--- src/dtp_pkg.sv ---
// Package with register map, field layouts and reset values for the timer.
package dtp_pkg;

   // ****************************************************************
   // Register indices; byte address is four times the index.
   // ****************************************************************
   localparam logic [5:0] IDX_PULSE_B_CTRL  = 6'h11;
   localparam logic [5:0] IDX_PULSE_B_DUTY  = 6'h13;
   localparam logic [5:0] IDX_COUNTER_LOW   = 6'h15;
   localparam logic [5:0] IDX_CONTROL_ONE   = 6'h16;
   localparam logic [5:0] IDX_CONTROL_TWO   = 6'h17;
   localparam logic [5:0] IDX_PULSE_C_DUTY  = 6'h18;
   localparam logic [5:0] IDX_PRESCALE_VAL  = 6'h19;
   localparam logic [5:0] IDX_DUTY_HIGH     = 6'h1A;

   // ****************************************************************
   // Reset values and timer constants.
   // ****************************************************************
   localparam logic [7:0] RST_PULSE_B_CTRL  = 8'h00;
   localparam logic [7:0] RST_CONTROL_ONE   = 8'h00;
   localparam logic [7:0] RST_CONTROL_TWO   = 8'h3F;
   localparam logic [7:0] RST_DUTY_HIGH     = 8'h00;
   localparam logic [7:0] RST_PRESCALE      = 8'hFF;
   localparam logic [9:0] COUNT_ALL_ONES    = 10'h3FF;
   localparam logic [9:0] COUNT_ZERO        = 10'h000;
   localparam logic [1:0] RESP_OKAY         = 2'h0;
   localparam logic [1:0] RESP_SLVERR       = 2'h2;

   // Duty high-bits layout: pulse B, pulse C and counter reload fields.
   localparam int DH_B_LSB   = 0;
   localparam int DH_C_LSB   = 2;
   localparam int DH_CNT_LSB = 6;

   // Pulse B output control register layout.
   typedef struct packed {
      logic       pinEnable;
      logic       activeLow;
      logic [5:0] rsvd;
   } dtp_pulse_ctrl_t;

   // Control register one layout.
   typedef struct packed {
      logic pinEnable;
      logic activeLow;
      logic rsvd;
      logic specialClockSelect;
      logic highOscClockSelect;
      logic oneShotSelect;
      logic reloadSelect;
      logic downTimerRun;
   } dtp_ctrl_one_t;

   // Control register two layout.
   typedef struct packed {
      logic [1:0] rsvd;
      logic       clockSourceSelect;
      logic       extEdgeSelect;
      logic       prescaleDisable_n;
      logic [2:0] prescaleRateField;
   } dtp_ctrl_two_t;

endpackage

--- src/dtp_down_timer.sv ---
// Down timer with prescaler, two pulse-width outputs and AXI4-Lite slave.
`timescale 1ns/10ps

// Functional notes
// - Pulse B active low when polarity set.
// - Pulse B enable routes it to pin two.
// - Pulse B frame from other timer, duty shared.
// - Counter read returns live count value.
// - Counter write loads reload and live count.
// - Timer counts only while run bit set.
// - Non-stop, no reload: underflow loads all ones.
// - Non-stop with reload: underflow loads reload.
// - One-shot counts down once then stops.
// - High oscillator select overrides source select.
// - Special clock select overrides high oscillator.
// - Pulse C active low when polarity set.
// - Pulse C enable routes it to pin four.
// - Prescaler divides by two to the rate+1.
// - Prescaler disable bit is active low enable.
// - Edge select picks falling or rising edge.
// - Source select picks external or instruction clock.
// - Pulse C frame from live count, duty shared.
// - Prescaler value read-only, shows live counter.
module dtp_down_timer #(
   parameter int ADDR_W = 8
) (
   input  wire logic              ref_clk,
   input  wire logic              rst_b,
   input  wire logic [ADDR_W-1:0] s_axi_awaddr,
   input  wire logic              s_axi_awvalid,
   output      logic              s_axi_awready,
   input  wire logic [31:0]       s_axi_wdata,
   input  wire logic [3:0]        s_axi_wstrb,
   input  wire logic              s_axi_wvalid,
   output      logic              s_axi_wready,
   output      logic [1:0]        s_axi_bresp,
   output      logic              s_axi_bvalid,
   input  wire logic              s_axi_bready,
   input  wire logic [ADDR_W-1:0] s_axi_araddr,
   input  wire logic              s_axi_arvalid,
   output      logic              s_axi_arready,
   output      logic [31:0]       s_axi_rdata,
   output      logic [1:0]        s_axi_rresp,
   output      logic              s_axi_rvalid,
   input  wire logic              s_axi_rready,
   input  wire logic              instrTick,
   input  wire logic              highOscClk,
   input  wire logic              specialOscClk,
   input  wire logic              externalClockPin,
   input  wire logic [9:0]        otherTimerCount,
   input  wire logic              gpioABitTwoOut,
   input  wire logic              gpioABitTwoOe,
   input  wire logic              gpioABitFourOut,
   input  wire logic              gpioABitFourOe,
   output      logic              portABitTwoOut,
   output      logic              portABitTwoOe,
   output      logic              portABitFourOut,
   output      logic              portABitFourOe
);

   // ****************************************************************
   // Declarations.
   // ****************************************************************
   dtp_pkg::dtp_pulse_ctrl_t pulseBCtrl;
   dtp_pkg::dtp_ctrl_one_t   ctrlOne;
   dtp_pkg::dtp_ctrl_two_t   ctrlTwo;
   logic [7:0]  pulseBDutyLow;
   logic [7:0]  pulseCDutyLow;
   logic [7:0]  dutyHigh;
   logic [9:0]  reloadValue;
   logic [9:0]  count;
   logic [7:0]  prescaleCount;
   logic [2:0]  extSync;
   logic [2:0]  hiSync;
   logic [2:0]  spSync;
   logic        awHeld;
   logic        wHeld;
   logic [5:0]  wrIndex;
   logic [7:0]  wrData;
   logic        wrLane;
   logic        doWrite;
   logic        wrCounter;
   logic        srcTick;
   logic        timerTick;
   logic [7:0]  rateMask;
   logic [9:0]  dutyB;
   logic [9:0]  dutyC;
   logic        pulseB;
   logic        pulseC;
   logic [9:0]  next_count;
   logic [31:0] next_rdata;
   logic        next_rerr;

   // Word index from a byte address; low two bits are ignored.
   function automatic logic [5:0] wordIndex(input logic [ADDR_W-1:0] a);
      return a[7:2];
   endfunction

   // ****************************************************************
   // Pin synchronisers and edge detection.
   // ****************************************************************
   // Bit 0 feeds only bit 1; edges compare the two settled stages.
   always_ff @(posedge ref_clk or negedge rst_b) begin
      if (!rst_b) begin
         extSync <= 3'h0;
         hiSync  <= 3'h0;
         spSync  <= 3'h0;
      end else begin
         extSync <= {extSync[1:0], externalClockPin};
         hiSync  <= {hiSync[1:0], highOscClk};
         spSync  <= {spSync[1:0], specialOscClk};
      end
   end

   // Clock source choice; oscillators are seen as rising-edge ticks.
   always_comb begin
      if (ctrlOne.specialClockSelect) begin
         srcTick = spSync[1] & ~spSync[2];
      end else if (ctrlOne.highOscClockSelect) begin
         srcTick = hiSync[1] & ~hiSync[2];
      end else if (ctrlTwo.clockSourceSelect) begin
         srcTick = ctrlTwo.extEdgeSelect ?
                   (~extSync[1] & extSync[2]) :
                   (extSync[1] & ~extSync[2]);
      end else begin
         srcTick = instrTick;
      end
   end

   // ****************************************************************
   // Prescaler.
   // ****************************************************************
   // Tick out when the low rate+1 bits of the counter are all ones.
   assign rateMask  = 8'((9'h001 << ({1'b0, ctrlTwo.prescaleRateField}
                        + 4'h1)) - 9'h001);
   assign timerTick = ctrlTwo.prescaleDisable_n ? srcTick :
                      (srcTick && ((prescaleCount & rateMask) == rateMask));

   // The counter free-runs on source ticks only while enabled.
   always_ff @(posedge ref_clk or negedge rst_b) begin
      if (!rst_b) begin
         prescaleCount <= dtp_pkg::RST_PRESCALE;
      end else if (!ctrlTwo.prescaleDisable_n && srcTick) begin
         prescaleCount <= prescaleCount + 8'h01;
      end
   end

   // ****************************************************************
   // Register bus, write path.
   // ****************************************************************
   // Address and data are caught separately, in either order.
   always_ff @(posedge ref_clk or negedge rst_b) begin
      if (!rst_b) begin
         awHeld  <= 1'b0;
         wHeld   <= 1'b0;
         wrIndex <= 6'h00;
         wrData  <= 8'h00;
         wrLane  <= 1'b0;
      end else begin
         if (s_axi_awvalid && s_axi_awready) begin
            awHeld  <= 1'b1;
            wrIndex <= wordIndex(s_axi_awaddr);
         end else if (doWrite) begin
            awHeld <= 1'b0;
         end
         if (s_axi_wvalid && s_axi_wready) begin
            wHeld  <= 1'b1;
            wrData <= s_axi_wdata[7:0];
            wrLane <= s_axi_wstrb[0];
         end else if (doWrite) begin
            wHeld <= 1'b0;
         end
      end
   end

   assign doWrite   = awHeld && wHeld && !s_axi_bvalid;
   assign wrCounter = doWrite && wrLane &&
                      (wrIndex == dtp_pkg::IDX_COUNTER_LOW);

   // Ready is dropped while a word is held, which back-pressures the master.
   always_ff @(posedge ref_clk or negedge rst_b) begin
      if (!rst_b) begin
         s_axi_awready <= 1'b0;
         s_axi_wready  <= 1'b0;
         s_axi_bvalid  <= 1'b0;
         s_axi_bresp   <= dtp_pkg::RESP_OKAY;
      end else begin
         s_axi_awready <= !awHeld && !(s_axi_awvalid && s_axi_awready);
         s_axi_wready  <= !wHeld && !(s_axi_wvalid && s_axi_wready);
         if (doWrite) begin
            s_axi_bvalid <= 1'b1;
            s_axi_bresp  <= (wrIndex >= dtp_pkg::IDX_PULSE_B_CTRL &&
                             wrIndex <= dtp_pkg::IDX_DUTY_HIGH &&
                             wrIndex != 6'h12 && wrIndex != 6'h14) ?
                            dtp_pkg::RESP_OKAY : dtp_pkg::RESP_SLVERR;
         end else if (s_axi_bready) begin
            s_axi_bvalid <= 1'b0;
         end
      end
   end

   // Writable registers; the prescaler value register ignores writes.
   always_ff @(posedge ref_clk or negedge rst_b) begin
      if (!rst_b) begin
         pulseBCtrl    <= dtp_pkg::RST_PULSE_B_CTRL;
         ctrlOne       <= dtp_pkg::RST_CONTROL_ONE;
         ctrlTwo       <= dtp_pkg::RST_CONTROL_TWO;
         dutyHigh      <= dtp_pkg::RST_DUTY_HIGH;
         pulseBDutyLow <= 8'h00;
         pulseCDutyLow <= 8'h00;
      end else if (doWrite && wrLane) begin
         unique case (wrIndex)
            dtp_pkg::IDX_PULSE_B_CTRL: pulseBCtrl    <= {wrData[7:6], 6'h00};
            dtp_pkg::IDX_PULSE_B_DUTY: pulseBDutyLow <= wrData;
            dtp_pkg::IDX_CONTROL_ONE:  ctrlOne <= {wrData[7:6], 1'b0,
                                                   wrData[4:0]};
            dtp_pkg::IDX_CONTROL_TWO:  ctrlTwo <= {2'h0, wrData[5:0]};
            dtp_pkg::IDX_PULSE_C_DUTY: pulseCDutyLow <= wrData;
            dtp_pkg::IDX_DUTY_HIGH:    dutyHigh      <= wrData;
            default: ;
         endcase
      end
   end

   // ****************************************************************
   // Down counter.
   // ****************************************************************
   // A software write wins over a count tick in the same cycle.
   always_comb begin
      next_count = count;
      if (wrCounter) begin
         next_count = {dutyHigh[dtp_pkg::DH_CNT_LSB +: 2], wrData};
      end else if (ctrlOne.downTimerRun && timerTick) begin
         if (count != dtp_pkg::COUNT_ZERO) begin
            next_count = count - 10'h001;
         end else if (ctrlOne.oneShotSelect) begin
            next_count = count;
         end else if (ctrlOne.reloadSelect) begin
            next_count = reloadValue;
         end else begin
            next_count = dtp_pkg::COUNT_ALL_ONES;
         end
      end
   end

   always_ff @(posedge ref_clk or negedge rst_b) begin
      if (!rst_b) begin
         count       <= dtp_pkg::COUNT_ZERO;
         reloadValue <= dtp_pkg::COUNT_ZERO;
      end else begin
         count <= next_count;
         if (wrCounter) begin
            reloadValue <= next_count;
         end
      end
   end

   // ****************************************************************
   // Register bus, read path.
   // ****************************************************************
   // Pulse B and pulse C low duty registers are write-only and read back as zero.
   always_comb begin
      next_rdata = 32'h0000_0000;
      next_rerr  = 1'b0;
      unique case (wordIndex(s_axi_araddr))
         dtp_pkg::IDX_PULSE_B_CTRL: next_rdata[7:0] = pulseBCtrl;
         dtp_pkg::IDX_PULSE_B_DUTY: next_rdata[7:0] = 8'h00;
         dtp_pkg::IDX_COUNTER_LOW:  next_rdata[9:0] = count;
         dtp_pkg::IDX_CONTROL_ONE:  next_rdata[7:0] = ctrlOne;
         dtp_pkg::IDX_CONTROL_TWO:  next_rdata[7:0] = ctrlTwo;
         dtp_pkg::IDX_PULSE_C_DUTY: next_rdata[7:0] = 8'h00;
         dtp_pkg::IDX_PRESCALE_VAL: next_rdata[7:0] = prescaleCount;
         dtp_pkg::IDX_DUTY_HIGH:    next_rdata[7:0] = dutyHigh;
         default:                   next_rerr = 1'b1;
      endcase
   end

   always_ff @(posedge ref_clk or negedge rst_b) begin
      if (!rst_b) begin
         s_axi_arready <= 1'b0;
         s_axi_rvalid  <= 1'b0;
         s_axi_rdata   <= 32'h0000_0000;
         s_axi_rresp   <= dtp_pkg::RESP_OKAY;
      end else begin
         s_axi_arready <= !s_axi_rvalid && !(s_axi_arvalid && s_axi_arready);
         if (s_axi_arvalid && s_axi_arready) begin
            s_axi_rvalid <= 1'b1;
            s_axi_rdata  <= next_rdata;
            s_axi_rresp  <= next_rerr ? dtp_pkg::RESP_SLVERR :
                                        dtp_pkg::RESP_OKAY;
         end else if (s_axi_rready) begin
            s_axi_rvalid <= 1'b0;
         end
      end
   end

   // ****************************************************************
   // Pulse outputs and pin routing.
   // ****************************************************************
   // The frame is the other timer count for B and the counter for C; duty bits extend to ten bits.
   assign dutyB  = {dutyHigh[dtp_pkg::DH_B_LSB +: 2], pulseBDutyLow};
   assign dutyC  = {dutyHigh[dtp_pkg::DH_C_LSB +: 2], pulseCDutyLow};
   assign pulseB = (otherTimerCount <= dutyB) ^ pulseBCtrl.activeLow;
   assign pulseC = (count <= dutyC) ^ ctrlOne.activeLow;

   // Pins are registered, so they lag the counter by one cycle.
   always_ff @(posedge ref_clk or negedge rst_b) begin
      if (!rst_b) begin
         portABitTwoOut  <= 1'b0;
         portABitTwoOe   <= 1'b0;
         portABitFourOut <= 1'b0;
         portABitFourOe  <= 1'b0;
      end else begin
         portABitTwoOut  <= pulseBCtrl.pinEnable ? pulseB : gpioABitTwoOut;
         portABitTwoOe   <= pulseBCtrl.pinEnable | gpioABitTwoOe;
         portABitFourOut <= ctrlOne.pinEnable ? pulseC : gpioABitFourOut;
         portABitFourOe  <= ctrlOne.pinEnable | gpioABitFourOe;
      end
   end
endmodule // dtp_down_timer

--- config.mk ---
export PLATFORM = sky130hd
export DESIGN_NAME = dtp_down_timer
export DESIGN_NICKNAME = d
export VERILOG_FILES = /design/src/dtp_pkg.sv /design/src/dtp_down_timer.sv
export SDC_FILE = /design/constraint.sdc
export NUM_CORES = 1
export LEC_CHECK = 0
export ABC_AREA = 1
export CORE_MARGIN = 3
export CORE_UTILIZATION = 47
export CTS_CLUSTER_DIAMETER = 50
export DETAILED_ROUTE_END_ITERATION = 7
export DONT_BUFFER_PORTS = 1
export PLACE_DENSITY = 0.6
export SKIP_LAST_GASP = 1
export SLEW_MARGIN = 15
export SYNTH_ARGS = -nofsm -noshare
export SYNTH_HDL_FRONTEND = slang
export SYNTH_SLANG_ARGS = --single-unit
--- constraint.sdc ---
create_clock -name ref_clk -period 1.7 [get_ports ref_clk]
set_input_delay 0.255 -clock ref_clk [delete_from_list [all_inputs] [get_ports ref_clk]]
set_output_delay 0.255 -clock ref_clk [all_outputs]
set_load 0.01 [all_outputs]
==> flow_results.xml <==
<?xml version="1.0" encoding="UTF-8"?>
<metrics>
  <group name="outcome">
    <metric name="outcome" unit="">finished with violations</metric>
    <metric name="failed_checks" unit="">negative hold slack, negative setup slack</metric>
  </group>
  <group name="power">
    <metric name="vdd_ir_drop_max" unit="uV">943</metric>
    <metric name="static_leakage_power" unit="nW">3.58</metric>
    <metric name="power-per-cell-area" unit="mW/mm^2">1620</metric>
  </group>
  <group name="critical_path">
    <metric name="setup.worst_path.end" unit="">count[2]</metric>
    <metric name="critPathSlowestCell" unit="">sky130_fd_sc_hd__dfstp_2</metric>
    <metric name="critPathLaunch" unit="">ctrlTwo[0]</metric>
    <metric name="cp-end-kind" unit="">register</metric>
    <metric name="worstPathRequired" unit="ps">2000</metric>
    <metric name="timing.reg2reg.setup_slack" unit="ps">-210</metric>
    <metric name="timing.critical_path.slowest_cell_delay" unit="ps">530</metric>
    <metric name="reg2reg_to" unit="">count[2]</metric>
    <metric name="worstPathCellList" unit="">nand2_2 &gt; inv_2 &gt; ha_4 &gt; nor2_1 &gt; nand2_1 &gt; nand2_1 &gt; nand3_2 &gt; nor2_2 &gt; nand3_2 &gt; nand2_4 &gt; buf_8 &gt; nand3_1 &gt; nand3_1 &gt; nand2_1</metric>
    <metric name="cp-start-kind" unit="">register</metric>
    <metric name="crit_path_frequent_cell" unit="">sky130_fd_sc_hd__nand2_1</metric>
    <metric name="startpoint_of_the_worst_slack_reg_to_reg_timing_path" unit="">ctrlTwo[0]</metric>
    <metric name="path_max_fanout" unit="">8</metric>
    <metric name="crit_arrival" unit="ps">2210</metric>
    <metric name="r2r.worst_path.cells" unit="">14</metric>
    <metric name="worstSetupPathType" unit="">reg -&gt; reg</metric>
  </group>
  <group name="flow_run">
    <metric name="cap_violations" unit="">0</metric>
  </group>
  <group name="synth">
    <metric name="synth_ff_type" unit="">sky130_fd_sc_hd__dfrtp_1</metric>
    <metric name="yosys_register_bits" unit="">114</metric>
    <metric name="post_synth_inst_count" unit="">742</metric>
    <metric name="asyncSetResetFlopFracSynth" unit="%">100</metric>
    <metric name="synth.yosys.warnings" unit="">0</metric>
    <metric name="yosysSeqAreaShare" unit="%">47.2</metric>
    <metric name="synthesis.area" unit="mm^2">0.00608</metric>
    <metric name="synth_cell_type_count" unit="">43</metric>
    <metric name="synth_enable_flop_cells" unit="">0</metric>
    <metric name="synth.avg_cell_area" unit="um^2">8.19</metric>
  </group>
  <group name="clock_tree">
    <metric name="clkLatencyLatePin" unit="ps">420</metric>
    <metric name="cts_max_level" unit="">4</metric>
    <metric name="ctsLongestPathBuffers" unit="">2</metric>
    <metric name="clock_sink_count" unit="">114</metric>
    <metric name="cts_buffers" unit="">17</metric>
    <metric name="clock-root-buffer" unit="">sky130_fd_sc_hd__clkbuf_16</metric>
    <metric name="path_clk_slew" unit="ps">50</metric>
    <metric name="cts.hold.buffers_added" unit="">23</metric>
    <metric name="clock_tree_from_tritoncts" unit="">yes</metric>
  </group>
  <group name="drt">
    <metric name="drtIter0Drc" unit="">333</metric>
    <metric name="drt.antenna.violating_nets" unit="">0</metric>
    <metric name="postRouteWirelength" unit="um">15300</metric>
    <metric name="vias" unit="">5142</metric>
    <metric name="route.detailed.vias_per_inst" unit="">5.18</metric>
    <metric name="total_drc_errors_in_the_routed_layout" unit="">0</metric>
    <metric name="routedWlPerCell" unit="um">15.4</metric>
    <metric name="total_iterations_of_the_first_detailed_routing_run" unit="">5</metric>
  </group>
  <group name="timing">
    <metric name="max_freq" unit="MHz">524</metric>
    <metric name="whs" unit="ps">-458</metric>
    <metric name="grt_setup_unrepaired" unit="">yes</metric>
    <metric name="clock-skew-final" unit="ps">11.7</metric>
    <metric name="setup_tns" unit="ps">-1900</metric>
    <metric name="finalSetupViolations" unit="">10</metric>
    <metric name="timing_max_transition_violations_final" unit="">0</metric>
    <metric name="layout_min_cycle_time" unit="ps">1910</metric>
    <metric name="timing.final.ws_setup" unit="ps">-208</metric>
    <metric name="finalHoldViolCount" unit="">114</metric>
    <metric name="final.period_utilization" unit="%">112</metric>
  </group>
  <group name="place">
    <metric name="gpl.final_weighted_congestion" unit="">0.898</metric>
    <metric name="postPlaceCellArea" unit="mm^2">0.00647</metric>
    <metric name="detailedPlace.worstSlack" unit="ps">-248</metric>
    <metric name="placement.io_buffers" unit="">0</metric>
    <metric name="post-dp-hpwl" unit="um">10900</metric>
  </group>
  <group name="layout">
    <metric name="diode_count" unit="">0</metric>
    <metric name="drive_gt1_share" unit="%">17.8</metric>
    <metric name="finish.utilization" unit="%">60.1</metric>
    <metric name="finalInstanceArea" unit="mm^2">0.00739</metric>
    <metric name="final_nets" unit="">913</metric>
    <metric name="areaGrowthSynthToFinish" unit="%">21.7</metric>
  </group>
  <group name="floorplanning">
    <metric name="number_of_core_rows" unit="">40</metric>
    <metric name="floorplan.die_area" unit="mm^2">0.0143</metric>
    <metric name="initial_core_util" unit="%">49.3</metric>
    <metric name="die_w" unit="um">120</metric>
    <metric name="num_ports" unit="">122</metric>
    <metric name="placeableCoreArea" unit="mm^2">0.0123</metric>
    <metric name="die_height" unit="um">120</metric>
  </group>
  <group name="global_route">
    <metric name="grt_start_max_net_pins" unit="">115</metric>
    <metric name="grt_antenna_before_repair" unit="">0</metric>
    <metric name="wire_length_of_the_first_global_routing_pass" unit="um">25200</metric>
    <metric name="globalRouteTotalUtil" unit="%">22.3</metric>
    <metric name="grt_pass1_vias" unit="">5142</metric>
    <metric name="grt_remaining_overflow" unit="">0</metric>
  </group>
  <group name="worst_hold_path">
    <metric name="worst_hold_path_type" unit="">in -&gt; async</metric>
  </group>
</metrics>
[report_power, final]
group	total, mW	switching (mW)	internal [mW]	leakage, nW
registers	4.41	0.748	3.66	1.40
clock network	3.48	1.24	2.25	0.284
logic	4.06	2.43	1.63	1.90
total	11.9	4.41	7.54	3.58
[layer usage]
layer  vias to the layer above  routed length, um  track usage (%)  part of all wire (%)
met5                         -                  0                0                     0
met4                         0                357             8.80                   2.3
met3                        27                677             4.85                   4.4
met2                       129               7620             38.1                    50
met1                      2481               6600             27.6                    43
li1                       2505                  -                -                     -
[cell usage after synthesis (8+ instances only)]
master / n / area share [%]
sky130_fd_sc_hd__o21ai_2: 8 / 1.2
sky130_fd_sc_hd__buf_4: 26 / 3.2
sky130_fd_sc_hd__nor3_1: 10 / 0.82
sky130_fd_sc_hd__nand2_1: 197 / 12
sky130_fd_sc_hd__inv_1: 91 / 5.6
sky130_fd_sc_hd__o21ai_0: 44 / 3.6
sky130_fd_sc_hd__nand3_1: 48 / 4.0
sky130_fd_sc_hd__o22ai_1: 15 / 1.5
sky130_fd_sc_hd__nor2_1: 57 / 3.5
sky130_fd_sc_hd__xor2_1: 9 / 1.3
sky130_fd_sc_hd__dfstp_2: 14 / 6.1
sky130_fd_sc_hd__o21ai_1: 9 / 0.74
sky130_fd_sc_hd__ha_1: 23 / 4.7
sky130_fd_sc_hd__a21oi_1: 29 / 2.4
sky130_fd_sc_hd__dfrtp_1: 100 / 41
[critical path, delay by kind of cell (launching register included)]
kind          cells  cell delay (ps)
flops             1              530
buf+inv           2              210
fa+ha+maj         1              200
simple gates     11              860
[placed cells by master, fill, tap and decap left out, types with 4 or more instances in the layout]
cell | netlist | layout
sky130_fd_sc_hd__nand2_1 | 197 | 192
sky130_fd_sc_hd__dfrtp_1 | 100 | 99
sky130_fd_sc_hd__inv_1 | 91 | 89
sky130_fd_sc_hd__nor2_1 | 57 | 55
sky130_fd_sc_hd__o21ai_0 | 44 | 44
sky130_fd_sc_hd__buf_4 | 26 | 42
sky130_fd_sc_hd__nand3_1 | 48 | 34
sky130_fd_sc_hd__a21oi_1 | 29 | 29
sky130_fd_sc_hd__conb_1 | 1 | 24
sky130_fd_sc_hd__dlygate4sd3_1 | 0 | 23
sky130_fd_sc_hd__ha_1 | 23 | 22
sky130_fd_sc_hd__clkbuf_16 | 0 | 17
sky130_fd_sc_hd__nand3_2 | 2 | 16
sky130_fd_sc_hd__o22ai_1 | 15 | 15
sky130_fd_sc_hd__dfstp_2 | 14 | 14
sky130_fd_sc_hd__nor3_1 | 10 | 9
sky130_fd_sc_hd__xor2_1 | 9 | 9
sky130_fd_sc_hd__o21ai_1 | 9 | 9
sky130_fd_sc_hd__o21ai_2 | 8 | 8
sky130_fd_sc_hd__inv_2 | 5 | 7
sky130_fd_sc_hd__nand2_2 | 3 | 6
sky130_fd_sc_hd__nand4_1 | 6 | 6
sky130_fd_sc_hd__o221ai_1 | 5 | 5
sky130_fd_sc_hd__clkinv_2 | 0 | 5
sky130_fd_sc_hd__nor2_2 | 2 | 4
sky130_fd_sc_hd__nor3_4 | 3 | 4
[how the worst min path moves through the flow]
| stage | depth (start not counted) | start | end | slack [ps] |
|---|---|---|---|---|
| after floorplan | 0 | rst_b | awHeld | -40 |
| after global placement | 0 | rst_b | spSync[1] | -40 |
| after detailed placement | 0 | rst_b | spSync[0] | -40 |
| after CTS | 0 | rst_b | dutyHigh[6] | -480 |
| after global routing | 0 | rst_b | s_axi_rresp[1] | -480 |
| final | 0 | rst_b | hiSync[1] | -460 |
[flip-flops by register name (all words and copies together), names as in the netlist, 2 cells and up]
register / flops
reloadValue: 10
ctrlTwo: 6
ctrlOne: 7
count: 10
pulseBDutyLow: 8
pulseCDutyLow: 8
s_axi_rdata: 10
spSync: 3
wrIndex: 6
pulseBCtrl: 2
dutyHigh: 8
hiSync: 3
prescaleCount: 8
wrData: 8
extSync: 3
[repair_timing]
action,CTS,global route
setup endpoints to repair,10,31
setup buffers,0,2
endpoints found under the hold margin,137,114
pin swaps,2,8
gates resized for setup,3,21
[metrics by stage]
step	power, mW	std cells
floorplan	6.87	765
global placement	8.06	937
detailed placement	8.21	937
finish	11.9	993
CTS	11.8	991
global route	12.8	993
[final cells by class]
type                       count  area [um^2]
fill                        1114         4920
sequential                   114         2870
multi-input combinational    516         2790
timing repair buffer          67          581
clock buffer                  21          470
inverter                      97          364
tap                          168          210
clock inverter                10          109
[cell families (layout without fill, tap and decap cells)]
logic type               count (synthesis)  in the layout  share of synthesized area, %
multiplexers                             3              3                         0.556
other                                    1             24                        0.0617
XOR/XNOR                                 9              9                          1.30
AO/OA/AOI/OAI                          118            118                          11.2
AND/OR/NAND/NOR                        339            339                          24.6
buffers and inverters                  135            195                          10.3
flip-flops                             114            114                          47.2
adder cells (fa/ha/maj)                 23             23                          4.74
Power figures use the tool's default switching activity.
